## config.mk

```make
export PLATFORM = sky130hd
export DESIGN_NAME = nva_access_ctrl
export DESIGN_NICKNAME = d
export VERILOG_FILES = /design/src/nva_pkg.sv /design/src/nva_access_ctrl.sv /design/src/nva_arm_window.sv /design/src/nva_write_timer.sv
export SDC_FILE = /design/constraint.sdc
export NUM_CORES = 1
export LEC_CHECK = 0
export BUFFER_PORTS_ARGS = -buffer_cell sky130_fd_sc_hd__buf_2
export CORE_MARGIN = 4
export CORE_UTILIZATION = 45
export DETAILED_ROUTE_END_ITERATION = 16
export PLACE_DENSITY = 0.75
export SLEW_MARGIN = 30
export SYNTH_ARGS = -nofsm -noshare
export SYNTH_HDL_FRONTEND = slang
export SYNTH_SLANG_ARGS = --single-unit
```

## constraint.sdc

```tcl
create_clock -name clk -period 1.77 [get_ports clk]
set_input_delay 0.177 -clock clk [delete_from_list [all_inputs] [get_ports clk]]
set_output_delay 0.177 -clock clk [all_outputs]
set_load 0.01 [all_outputs]
```

## src/nva_pkg.sv

```systemverilog
package nva_pkg;

  // ****************************************
  // Register offsets on the register port
  // ****************************************
  localparam int NVA_REG_AW = 3;
  localparam logic [2:0] NVA_OFF_CTRL = 3'h0;
  localparam logic [2:0] NVA_OFF_ADDR_LO = 3'h1;
  localparam logic [2:0] NVA_OFF_ADDR_HI = 3'h2;
  localparam logic [2:0] NVA_OFF_DATA = 3'h3;
  localparam logic [2:0] NVA_OFF_STATUS = 3'h4;
  localparam logic [2:0] NVA_OFF_MASK = 3'h5;

  // ****************************************
  // Field positions and widths
  // ****************************************
  localparam int NVA_DATA_W = 8;
  localparam int NVA_ADDR_W = 10;
  localparam int NVA_BIT_READ = 0;
  localparam int NVA_BIT_WRITE = 1;
  localparam int NVA_BIT_ARM = 2;
  localparam int NVA_BIT_RIE = 3;
  localparam int NVA_ST_W = 3;
  localparam int NVA_ST_WRDONE = 0;
  localparam int NVA_ST_RDDONE = 1;
  localparam int NVA_ST_ARMFAIL = 2;

  // ****************************************
  // Reset values
  // ****************************************
  localparam logic [7:0] NVA_DATA_RST = 8'h00;
  localparam logic [9:0] NVA_ADDR_RST = 10'h000;
  localparam logic [2:0] NVA_ST_RST = 3'h0;

  // ****************************************
  // Timing counts
  // ****************************************
  localparam logic [2:0] NVA_ARM_CYCLES = 3'h4;
  localparam logic [2:0] NVA_WR_STALL = 3'h2;
  localparam logic [2:0] NVA_RD_STALL = 3'h4;
  localparam int NVA_WR_CNT_W = 15;
  localparam int unsigned NVA_WR_RC_CYCLES = 27072;

  // ****************************************
  // Types
  // ****************************************
  typedef enum logic [1:0] {
    NVA_OP_IDLE = 2'b00,
    NVA_OP_READ = 2'b01,
    NVA_OP_WRITE = 2'b10
  } nva_op_t;

  typedef struct packed {
    logic wr;
    logic rd;
    logic [NVA_ADDR_W-1:0] addr;
    logic [NVA_DATA_W-1:0] data;
  } nva_array_t;

  typedef struct packed {
    logic [NVA_REG_AW-1:0] addr;
    logic [NVA_DATA_W-1:0] wdata;
    logic wr;
    logic rd;
  } nva_bus_t;

endpackage

```

## src/nva_access_ctrl.sv

```systemverilog
`timescale 1ns/1ns
module nva_access_ctrl import nva_pkg::*; #(
  parameter int unsigned WR_RC_CYCLES = NVA_WR_RC_CYCLES
) (
  // Clock, reset, enable
  input wire logic clk,
  input wire logic rst,
  input wire logic ce,
  // Register port
  input wire nva_bus_t regBus,
  output logic [NVA_DATA_W-1:0] regRdata,
  // CPU side
  input wire logic cpuIntEnable,
  input wire logic selfProgramActive,
  output logic cpuStall,
  output logic irq,
  // Array side
  input wire logic rcOsc,
  input wire logic [NVA_DATA_W-1:0] arrRdata,
  output nva_array_t arrayIf
);

  // ****************************************
  // State
  // ****************************************
  nva_op_t opState_q;
  nva_op_t opState_d;
  nva_array_t arrayIf_q;
  nva_array_t arrayIf_d;
  logic readyIrqEnable_q;
  logic [NVA_ADDR_W-1:0] nvAddress_q;
  logic [NVA_DATA_W-1:0] nvData_q;
  logic [NVA_ST_W-1:0] status_q;
  logic [NVA_ST_W-1:0] status_d;
  logic [NVA_ST_W-1:0] mask_q;
  logic [NVA_DATA_W-1:0] rdata_q;
  logic [2:0] stallCnt_q;
  logic [2:0] stallCnt_d;
  logic cpuStall_q;
  logic irq_q;
  logic irq_d;

  // ****************************************
  // Address decode
  // ****************************************
  wire selCtrl = (regBus.addr == NVA_OFF_CTRL);
  wire selAddrLo = (regBus.addr == NVA_OFF_ADDR_LO);
  wire selAddrHi = (regBus.addr == NVA_OFF_ADDR_HI);
  wire selData = (regBus.addr == NVA_OFF_DATA);
  wire selStatus = (regBus.addr == NVA_OFF_STATUS);
  wire selMask = (regBus.addr == NVA_OFF_MASK);
  wire ctrlWr = regBus.wr & selCtrl;

  // ****************************************
  // Sub-blocks
  // ****************************************
  wire armStart = ctrlWr & regBus.wdata[NVA_BIT_ARM];
  logic armed;
  logic busy;
  logic timerDone;

  nva_arm_window u_arm (
    .clk(clk),
    .rst(rst),
    .ce(ce),
    .start(armStart),
    .armed(armed)
  );

  // ****************************************
  // Access start conditions
  // ****************************************
  wire opIdle = (opState_q == NVA_OP_IDLE);
  wire writeReq = ctrlWr & regBus.wdata[NVA_BIT_WRITE];
  // Arm checked as it stood before this write; arm and strobe together fail unless the window is already open
  wire writeStart = writeReq & armed & ~busy & opIdle
                    & ~selfProgramActive;
  wire armFail = writeReq & ~armed;
  // A strobe write wins over a read in the same control write
  wire readStart = ctrlWr & regBus.wdata[NVA_BIT_READ] & ~busy
                   & opIdle & ~writeReq;
  wire addrLoWr = regBus.wr & selAddrLo & ~busy;
  wire addrHiWr = regBus.wr & selAddrHi & ~busy;
  wire dataWr = regBus.wr & selData;
  wire statusRd = regBus.rd & selStatus;
  wire readCapture = (opState_q == NVA_OP_READ);

  nva_write_timer #(
    .CYCLES(WR_RC_CYCLES)
  ) u_timer (
    .clk(clk),
    .rst(rst),
    .ce(ce),
    .rcOsc(rcOsc),
    .start(writeStart),
    .busy(busy),
    .done(timerDone)
  );

  // ****************************************
  // Operation sequencing
  // ****************************************
  always_comb begin
    opState_d = opState_q;
    unique case (opState_q)
      NVA_OP_IDLE: begin
        if (writeStart) begin
          opState_d = NVA_OP_WRITE;
        end else if (readStart) begin
          opState_d = NVA_OP_READ;
        end
      end
      NVA_OP_READ: begin
        opState_d = NVA_OP_IDLE;
      end
      NVA_OP_WRITE: begin
        if (timerDone) begin
          opState_d = NVA_OP_IDLE;
        end
      end
      default: begin
        opState_d = NVA_OP_IDLE;
      end
    endcase
  end

  // Array sees a latched copy so software may reload the data register during a write
  always_comb begin
    arrayIf_d = arrayIf_q;
    arrayIf_d.wr = (opState_d == NVA_OP_WRITE);
    arrayIf_d.rd = (opState_d == NVA_OP_READ);
    if (writeStart || readStart) begin
      arrayIf_d.addr = nvAddress_q;
    end
    if (writeStart) begin
      arrayIf_d.data = nvData_q;
    end
  end

  // ****************************************
  // CPU stall
  // ****************************************
  assign stallCnt_d = writeStart ? NVA_WR_STALL :
                      readStart ? NVA_RD_STALL :
                      (stallCnt_q != 3'h0) ? stallCnt_q - 3'h1 : 3'h0;

  // ****************************************
  // Interrupt
  // ****************************************
  // Set wins over the clear-on-read
  assign status_d = (statusRd ? NVA_ST_RST : status_q)
                    | {armFail, readCapture, timerDone};
  // Ready level stays up for as long as no write is running
  assign irq_d = (readyIrqEnable_q & cpuIntEnable & ~busy)
                 | (|(status_q & mask_q));

  // ****************************************
  // Read selection
  // ****************************************
  wire [NVA_DATA_W-1:0] ctrlView = {4'h0, readyIrqEnable_q, armed,
                                    busy, 1'b0};
  wire [NVA_DATA_W-1:0] rdMux =
    selCtrl ? ctrlView :
    selAddrLo ? nvAddress_q[7:0] :
    selAddrHi ? {6'h00, nvAddress_q[9:8]} :
    selData ? nvData_q :
    selStatus ? {5'h00, status_q} :
    selMask ? {5'h00, mask_q} : 8'h00;

  // ****************************************
  // Registers
  // ****************************************
  always_ff @(posedge clk) begin
    if (rst) begin
      opState_q <= NVA_OP_IDLE;
      arrayIf_q <= '0;
      stallCnt_q <= 3'h0;
      cpuStall_q <= 1'b0;
    end else if (ce) begin
      opState_q <= opState_d;
      arrayIf_q <= arrayIf_d;
      stallCnt_q <= stallCnt_d;
      cpuStall_q <= (stallCnt_d != 3'h0);
    end
  end

  always_ff @(posedge clk) begin
    if (rst) begin
      readyIrqEnable_q <= 1'b0;
      nvAddress_q <= NVA_ADDR_RST;
      mask_q <= NVA_ST_RST;
    end else if (ce) begin
      if (ctrlWr) begin
        readyIrqEnable_q <= regBus.wdata[NVA_BIT_RIE];
      end
      if (addrLoWr) begin
        nvAddress_q[7:0] <= regBus.wdata;
      end
      if (addrHiWr) begin
        nvAddress_q[9:8] <= regBus.wdata[1:0];
      end
      if (regBus.wr && selMask) begin
        mask_q <= regBus.wdata[NVA_ST_W-1:0];
      end
    end
  end

  always_ff @(posedge clk) begin
    if (rst) begin
      nvData_q <= NVA_DATA_RST;
      status_q <= NVA_ST_RST;
      rdata_q <= 8'h00;
      irq_q <= 1'b0;
    end else if (ce) begin
      if (readCapture) begin
        nvData_q <= arrRdata;
      end else if (dataWr) begin
        nvData_q <= regBus.wdata;
      end
      status_q <= status_d;
      rdata_q <= regBus.rd ? rdMux : 8'h00;
      irq_q <= irq_d;
    end
  end

  assign regRdata = rdata_q;
  assign cpuStall = cpuStall_q;
  assign irq = irq_q;
  assign arrayIf = arrayIf_q;

  // ****************************************
  // Assertions
  // ****************************************
  a_reserved_zero:
  assert property (@(posedge clk) disable iff (rst || !ce)
    (regBus.rd && selCtrl) |=> (regRdata[7:4] == 4'h0))
    else $error("reserved control bits read nonzero");

  a_strobe_readback:
  assert property (@(posedge clk) disable iff (rst || !ce)
    (regBus.rd && selCtrl) |=> (regRdata[1] == $past(busy)))
    else $error("write strobe bit does not show busy");

  a_ready_level:
  assert property (@(posedge clk) disable iff (rst || !ce)
    (readyIrqEnable_q && cpuIntEnable && !busy) [*2] |-> irq)
    else $error("ready interrupt not held while idle");

  a_ready_gated:
  assert property (@(posedge clk) disable iff (rst || !ce)
    (!(readyIrqEnable_q && cpuIntEnable) && !(|(status_q & mask_q))) [*2]
    |-> !irq)
    else $error("interrupt raised while disabled");

  a_write_armed:
  assert property (@(posedge clk) disable iff (rst || !ce)
    writeStart |-> ($past(armStart, 1) || $past(armStart, 2) ||
                    $past(armStart, 3) || $past(armStart, 4)))
    else $error("write started without arm");

  a_no_spm_write:
  assert property (@(posedge clk) disable iff (rst || !ce)
    (opState_q == NVA_OP_IDLE && selfProgramActive) |=> !arrayIf.wr)
    else $error("array write during self-programming");

  a_write_stall:
  assert property (@(posedge clk) disable iff (rst || !ce)
    writeStart |=> cpuStall [*2] ##1 !cpuStall)
    else $error("write stall not two cycles");

  a_read_stall:
  assert property (@(posedge clk) disable iff (rst || !ce)
    readStart |=> cpuStall [*4])
    else $error("read stall not four cycles");

  a_addr_frozen:
  assert property (@(posedge clk) disable iff (rst || !ce)
    busy |=> $stable(nvAddress_q))
    else $error("address changed during write");

  a_array_hold:
  assert property (@(posedge clk) disable iff (rst || !ce)
    arrayIf.wr |=> (!arrayIf.wr ||
                    ($stable(arrayIf.addr) && $stable(arrayIf.data))))
    else $error("array address or data moved during write");

  a_read_data:
  assert property (@(posedge clk) disable iff (rst || !ce)
    readStart |=> arrayIf.rd ##1 (nvData_q == $past(arrRdata)))
    else $error("read byte not captured in data register");

endmodule

```

## src/nva_arm_window.sv

```systemverilog
`timescale 1ns/1ns
module nva_arm_window import nva_pkg::*; (
  // Clock and reset
  input wire logic clk,
  input wire logic rst,
  input wire logic ce,
  // Control
  input wire logic start,
  output logic armed
);

  logic [2:0] cnt_q;
  logic [2:0] cnt_d;

  // Rewriting the arm bit restarts the window
  assign cnt_d = start ? NVA_ARM_CYCLES :
                 (cnt_q != 3'h0) ? cnt_q - 3'h1 : 3'h0;
  assign armed = (cnt_q != 3'h0);

  always_ff @(posedge clk) begin
    if (rst) begin
      cnt_q <= 3'h0;
    end else if (ce) begin
      cnt_q <= cnt_d;
    end
  end

  a_arm_open:
  assert property (@(posedge clk) disable iff (rst || !ce)
    start |=> armed [*4])
    else $error("arm window shorter than four cycles");

  a_arm_expire:
  assert property (@(posedge clk) disable iff (rst || !ce)
    start ##1 (!start) [*4] |=> !armed)
    else $error("arm bit not cleared after four cycles");

endmodule

```

## src/nva_write_timer.sv

```systemverilog
`timescale 1ns/1ns
module nva_write_timer import nva_pkg::*; #(
  parameter int unsigned CYCLES = NVA_WR_RC_CYCLES
) (
  // Clock and reset
  input wire logic clk,
  input wire logic rst,
  input wire logic ce,
  // Oscillator pin
  input wire logic rcOsc,
  // Control
  input wire logic start,
  output logic busy,
  output logic done
);

  localparam logic [NVA_WR_CNT_W-1:0] LAST = NVA_WR_CNT_W'(CYCLES - 1);

  logic rcSync1_q;
  logic rcSync2_q;
  logic rcSync3_q;
  logic busy_q;
  logic [NVA_WR_CNT_W-1:0] cnt_q;
  logic rcEdge;

  // Edge taken past the synchroniser only
  assign rcEdge = rcSync2_q & ~rcSync3_q;
  assign done = busy_q & rcEdge & (cnt_q == LAST);
  assign busy = busy_q;

  always_ff @(posedge clk) begin
    if (rst) begin
      rcSync1_q <= 1'b0;
      rcSync2_q <= 1'b0;
      rcSync3_q <= 1'b0;
    end else if (ce) begin
      rcSync1_q <= rcOsc;
      rcSync2_q <= rcSync1_q;
      rcSync3_q <= rcSync2_q;
    end
  end

  always_ff @(posedge clk) begin
    if (rst) begin
      busy_q <= 1'b0;
      cnt_q <= '0;
    end else if (ce) begin
      if (start) begin
        busy_q <= 1'b1;
        cnt_q <= '0;
      end else if (done) begin
        busy_q <= 1'b0;
      end else if (busy_q && rcEdge) begin
        cnt_q <= cnt_q + 1'b1;
      end
    end
  end

  a_timer_length:
  assert property (@(posedge clk) disable iff (rst || !ce)
    (busy_q && rcEdge && cnt_q != LAST) |=> busy_q)
    else $error("write ended before the oscillator count");

  a_timer_release:
  assert property (@(posedge clk) disable iff (rst || !ce)
    done |=> !busy_q)
    else $error("busy not released after write time");

endmodule

```

==> results.cfg <==
[critical_path]
cp_max_fo = 5
required_ns = 2.04
r2r_start = u_timer.cnt_q[10]$_SDFFE_PP0P_
slowest_delay_ns = 0.41
crit_path_end_kind = flip-flop
crit_type = reg2reg
crit_slowest_cell = or3b_4
arrival_ns = 1.96
path_cells = or3b_4, nor4_4, or2b_1, buf_6, nand3_2, a21oi_2
crit_start = u_timer.cnt_q[10]$_SDFFE_PP0P_
cp-start-kind = flip-flop

[drt]
drcViolationCount = 0
ant_nets = 0
viasPerCell = 5.23
firstDrtPassIters = 4
dr.first_iter.drc_count = 146
wl_per_cell_um = 14.2
vias = 3053
wl_mm = 8.32

[place]
dp_hpwl_mm = 6.10
io_buffers = 56
place_inst = 567
place_congestion = 0.877
dp_worst_setup_slack_ns = 0.0364
placed_cell_area_sq_mm = 0.00421

[clock_tree]
clk_pin_slew_ns = 0.09
htreeDepth = 3
clk_path_buf_depth = 2
cts-root-buf = clkbuf_8
cts_tree = done
clock_sinks = 82
clk_latency_ns = 0.35
cts-buffers-inserted = 9

[synthesis]
async_flop_share_pct = 0
synth_edf_count = 0
synth.net_count = 436
synth_top_cell_by_area = dfxtp_1
netlist_area_sq_mm = 0.00375
syn_avg_cell_area_sq_um = 9.25
synth.area.top_cells = dfxtp_1 (44%), mux2i_1 (14%), nor2_1 (7.8%)
synth.distinct_cells = 59
yosysMostFrequentCell = dfxtp_1
syn_inst = 406
synth_top_cell_area_share_pct = 43.7
synth-seq-cells = 82
ys_seq_area_share_pct = 43.7
yosysWarnings = 0
synth_flop_cell = dfxtp_1
synth_common_cells = dfxtp_1 (82), nor2_1 (78), mux2i_1 (53)

[timing]
fin_crit_ns = 1.68
fin_crit_sh_pct = 95.0
finalWorstSetupSlack_ns = 0.0894
rsz0062_at_grt = yes
tightest_slew_ns = 0.515
clock_skew_ns = 0.00992
drv_slew = 0
timing.fmax_ghz = 0.595
setup_tns_ns = 0
finalHoldViolations = 0
finalSetupViolations = 0
slew-limit-headroom_pct = 65.3

[hold_path]
hold_path.class = in2reg
min_from = rcOsc

[pwr]
powerDensity_mw_per_mm2 = 762
power_frac_seq_pct = 55.6
p_leak_nw = 1.79
ir_drop_mv = 0.453
total_power_mw = 3.39
switching_share_pct = 25.5
p_int_mw = 2.52
combPwrFrac_pct = 7.0
switchingPower_mw = 0.866
p_clk_share_pct = 37.5

[cells_and_area]
fin_area_sq_mm = 0.00445
n_antenna_cell = 0
stdcell_count = 584
nFillCells = 750
drive_gt1_share_pct = 26.3
finalNetCount = 504
syn2layout_area_growth_pct = 18.5

[floorplanning]
die_w_um = 99.3
placementRows = 33
start_util_pct = 45.9
die-area_sq_mm = 0.00987
core_area_sq_mm = 0.00818
ios = 57
dieHeight_um = 99.3

[flow_run]
max-cap-violations = 0

[global_route]
grt_max_degree = 43
grt_overflow = 0
antenna_found_initial = 0
grtUsageTotal_pct = 17.5
grt_pass1_wl_mm = 14.2
grt_pass1_vias = 3083

[status]
status = finished, final reports clean
-- registers in the layout, summed over array words and instances, names as in the netlist --
register,count
mask_q,3
u_timer.busy,1
status_q,3
irq,1
u_arm.cnt_q,3
opState_q,2
stallCnt_q,3
regRdata,8
nvAddress_q,10
cpuStall,1
u_timer.rcSync3_q,1
u_timer.rcSync1_q,1
arrayIf,20
u_timer.cnt_q,15
nvData_q,8
readyIrqEnable_q,1
u_timer.rcSync2_q,1
-- cell families after synthesis --
group / Yosys count / synth area share (%)
adder cells (fa/ha/maj): 3 / 1.00
XOR/XNOR: 12 / 2.80
flip-flops: 82 / 43.7
buffers and inverters: 32 / 4.57
AO/OA/AOI/OAI: 50 / 8.36
AND/OR/NAND/NOR: 172 / 24.5
multiplexers: 55 / 15.0
-- timing repair --
action                                  4_1_cts  5_1_grt
setup buffers                                 0        1
endpoints found under the setup margin        0       13
hold buffers                                  0        0
gates resized for setup                       0       15
-- power groups by stage --
stage | logic [mW] | registers (mW) | clock network [mW]
floorplan | 0.155 | 1.93 | 0
global placement | 0.231 | 1.93 | 0
detailed placement | 0.236 | 1.93 | 0
CTS | 0.237 | 1.88 | 1.32
global route | 0.265 | 1.89 | 1.40
finish | 0.237 | 1.88 | 1.27
-- stage by stage --
stage	utilization (%)	hold slack, ns
4_1_cts	53.7	0.0556
5_1_grt	54.4	0.0942
3_5_place_dp	51.4	0.434
3_3_place_gp	51.4	0.431
2_1_floorplan	-	0.321
6_report	54.4	0.0762
-- layout by cell type, fill, tap and decap left out, drive strengths merged, types with 3 or more instances in the layout --
master	synthesis	routed
ha	3	3
o21ai	5	5
nor2b	4	4
clkbuf	12	10
buf	12	81
nor3b	3	3
clkinv	1	3
nor2	79	79
nand4	6	6
mux2i	53	53
nand3	14	14
inv	7	9
nor4	7	7
a31oi	3	3
xnor2	9	9
or3	3	3
xor2	3	3
nor3	9	9
nand2	28	28
a21oi	21	21
a211oi	9	9
nand2b	3	3
dfxtp	82	82
-- metal layers --
metal | up-vias | GRT usage (%) | routed length, um
met2 | 76 | 29.3 | 3950
met3 | 14 | 5.68 | 515
met5 | - | 0 | 0
met1 | 1415 | 21.3 | 3740
met4 | 0 | 5.99 | 114
li1 | 1548 | - | -
-- final timing paths --
| path | to | slack (ns) | cells past startpoint |
|---|---|---|---|
| max | u_timer.cnt_q[0]$_SDFFE_PP0P_ | 0.09 | 6 |
| min | u_timer.rcSync1_q$_SDFFE_PP0P_ | 0.08 | 3 |
| max reg2reg | u_timer.cnt_q[0]$_SDFFE_PP0P_ | 0.09 | 6 |
| min reg2reg | regRdata[0]$_SDFFE_PP0P_ | 0.46 | 2 |
-- final cells by class --
type                    instances  area (sq um)  share of cell area, %
clock inverters                 6          50.0                   1.12
repair buffers                 81           475                   10.7
inverters                       8          30.0                  0.675
clock buffers                  10           138                   3.09
well taps                     105           131                   2.95
flip-flops and latches         82          1650                   37.1
multi-input cells             292          1980                   44.4
-- worst max-delay path: cells and delay by family, from the launching register on --
family	cells	cell delay, ns
AOI/OAI and AO/OA	1	0.12
buffers and inverters	1	0.11
DFF	1	0.35
and+or+nand+nor	4	1.03
No activity file was read; power rests on OpenSTA's default activity.
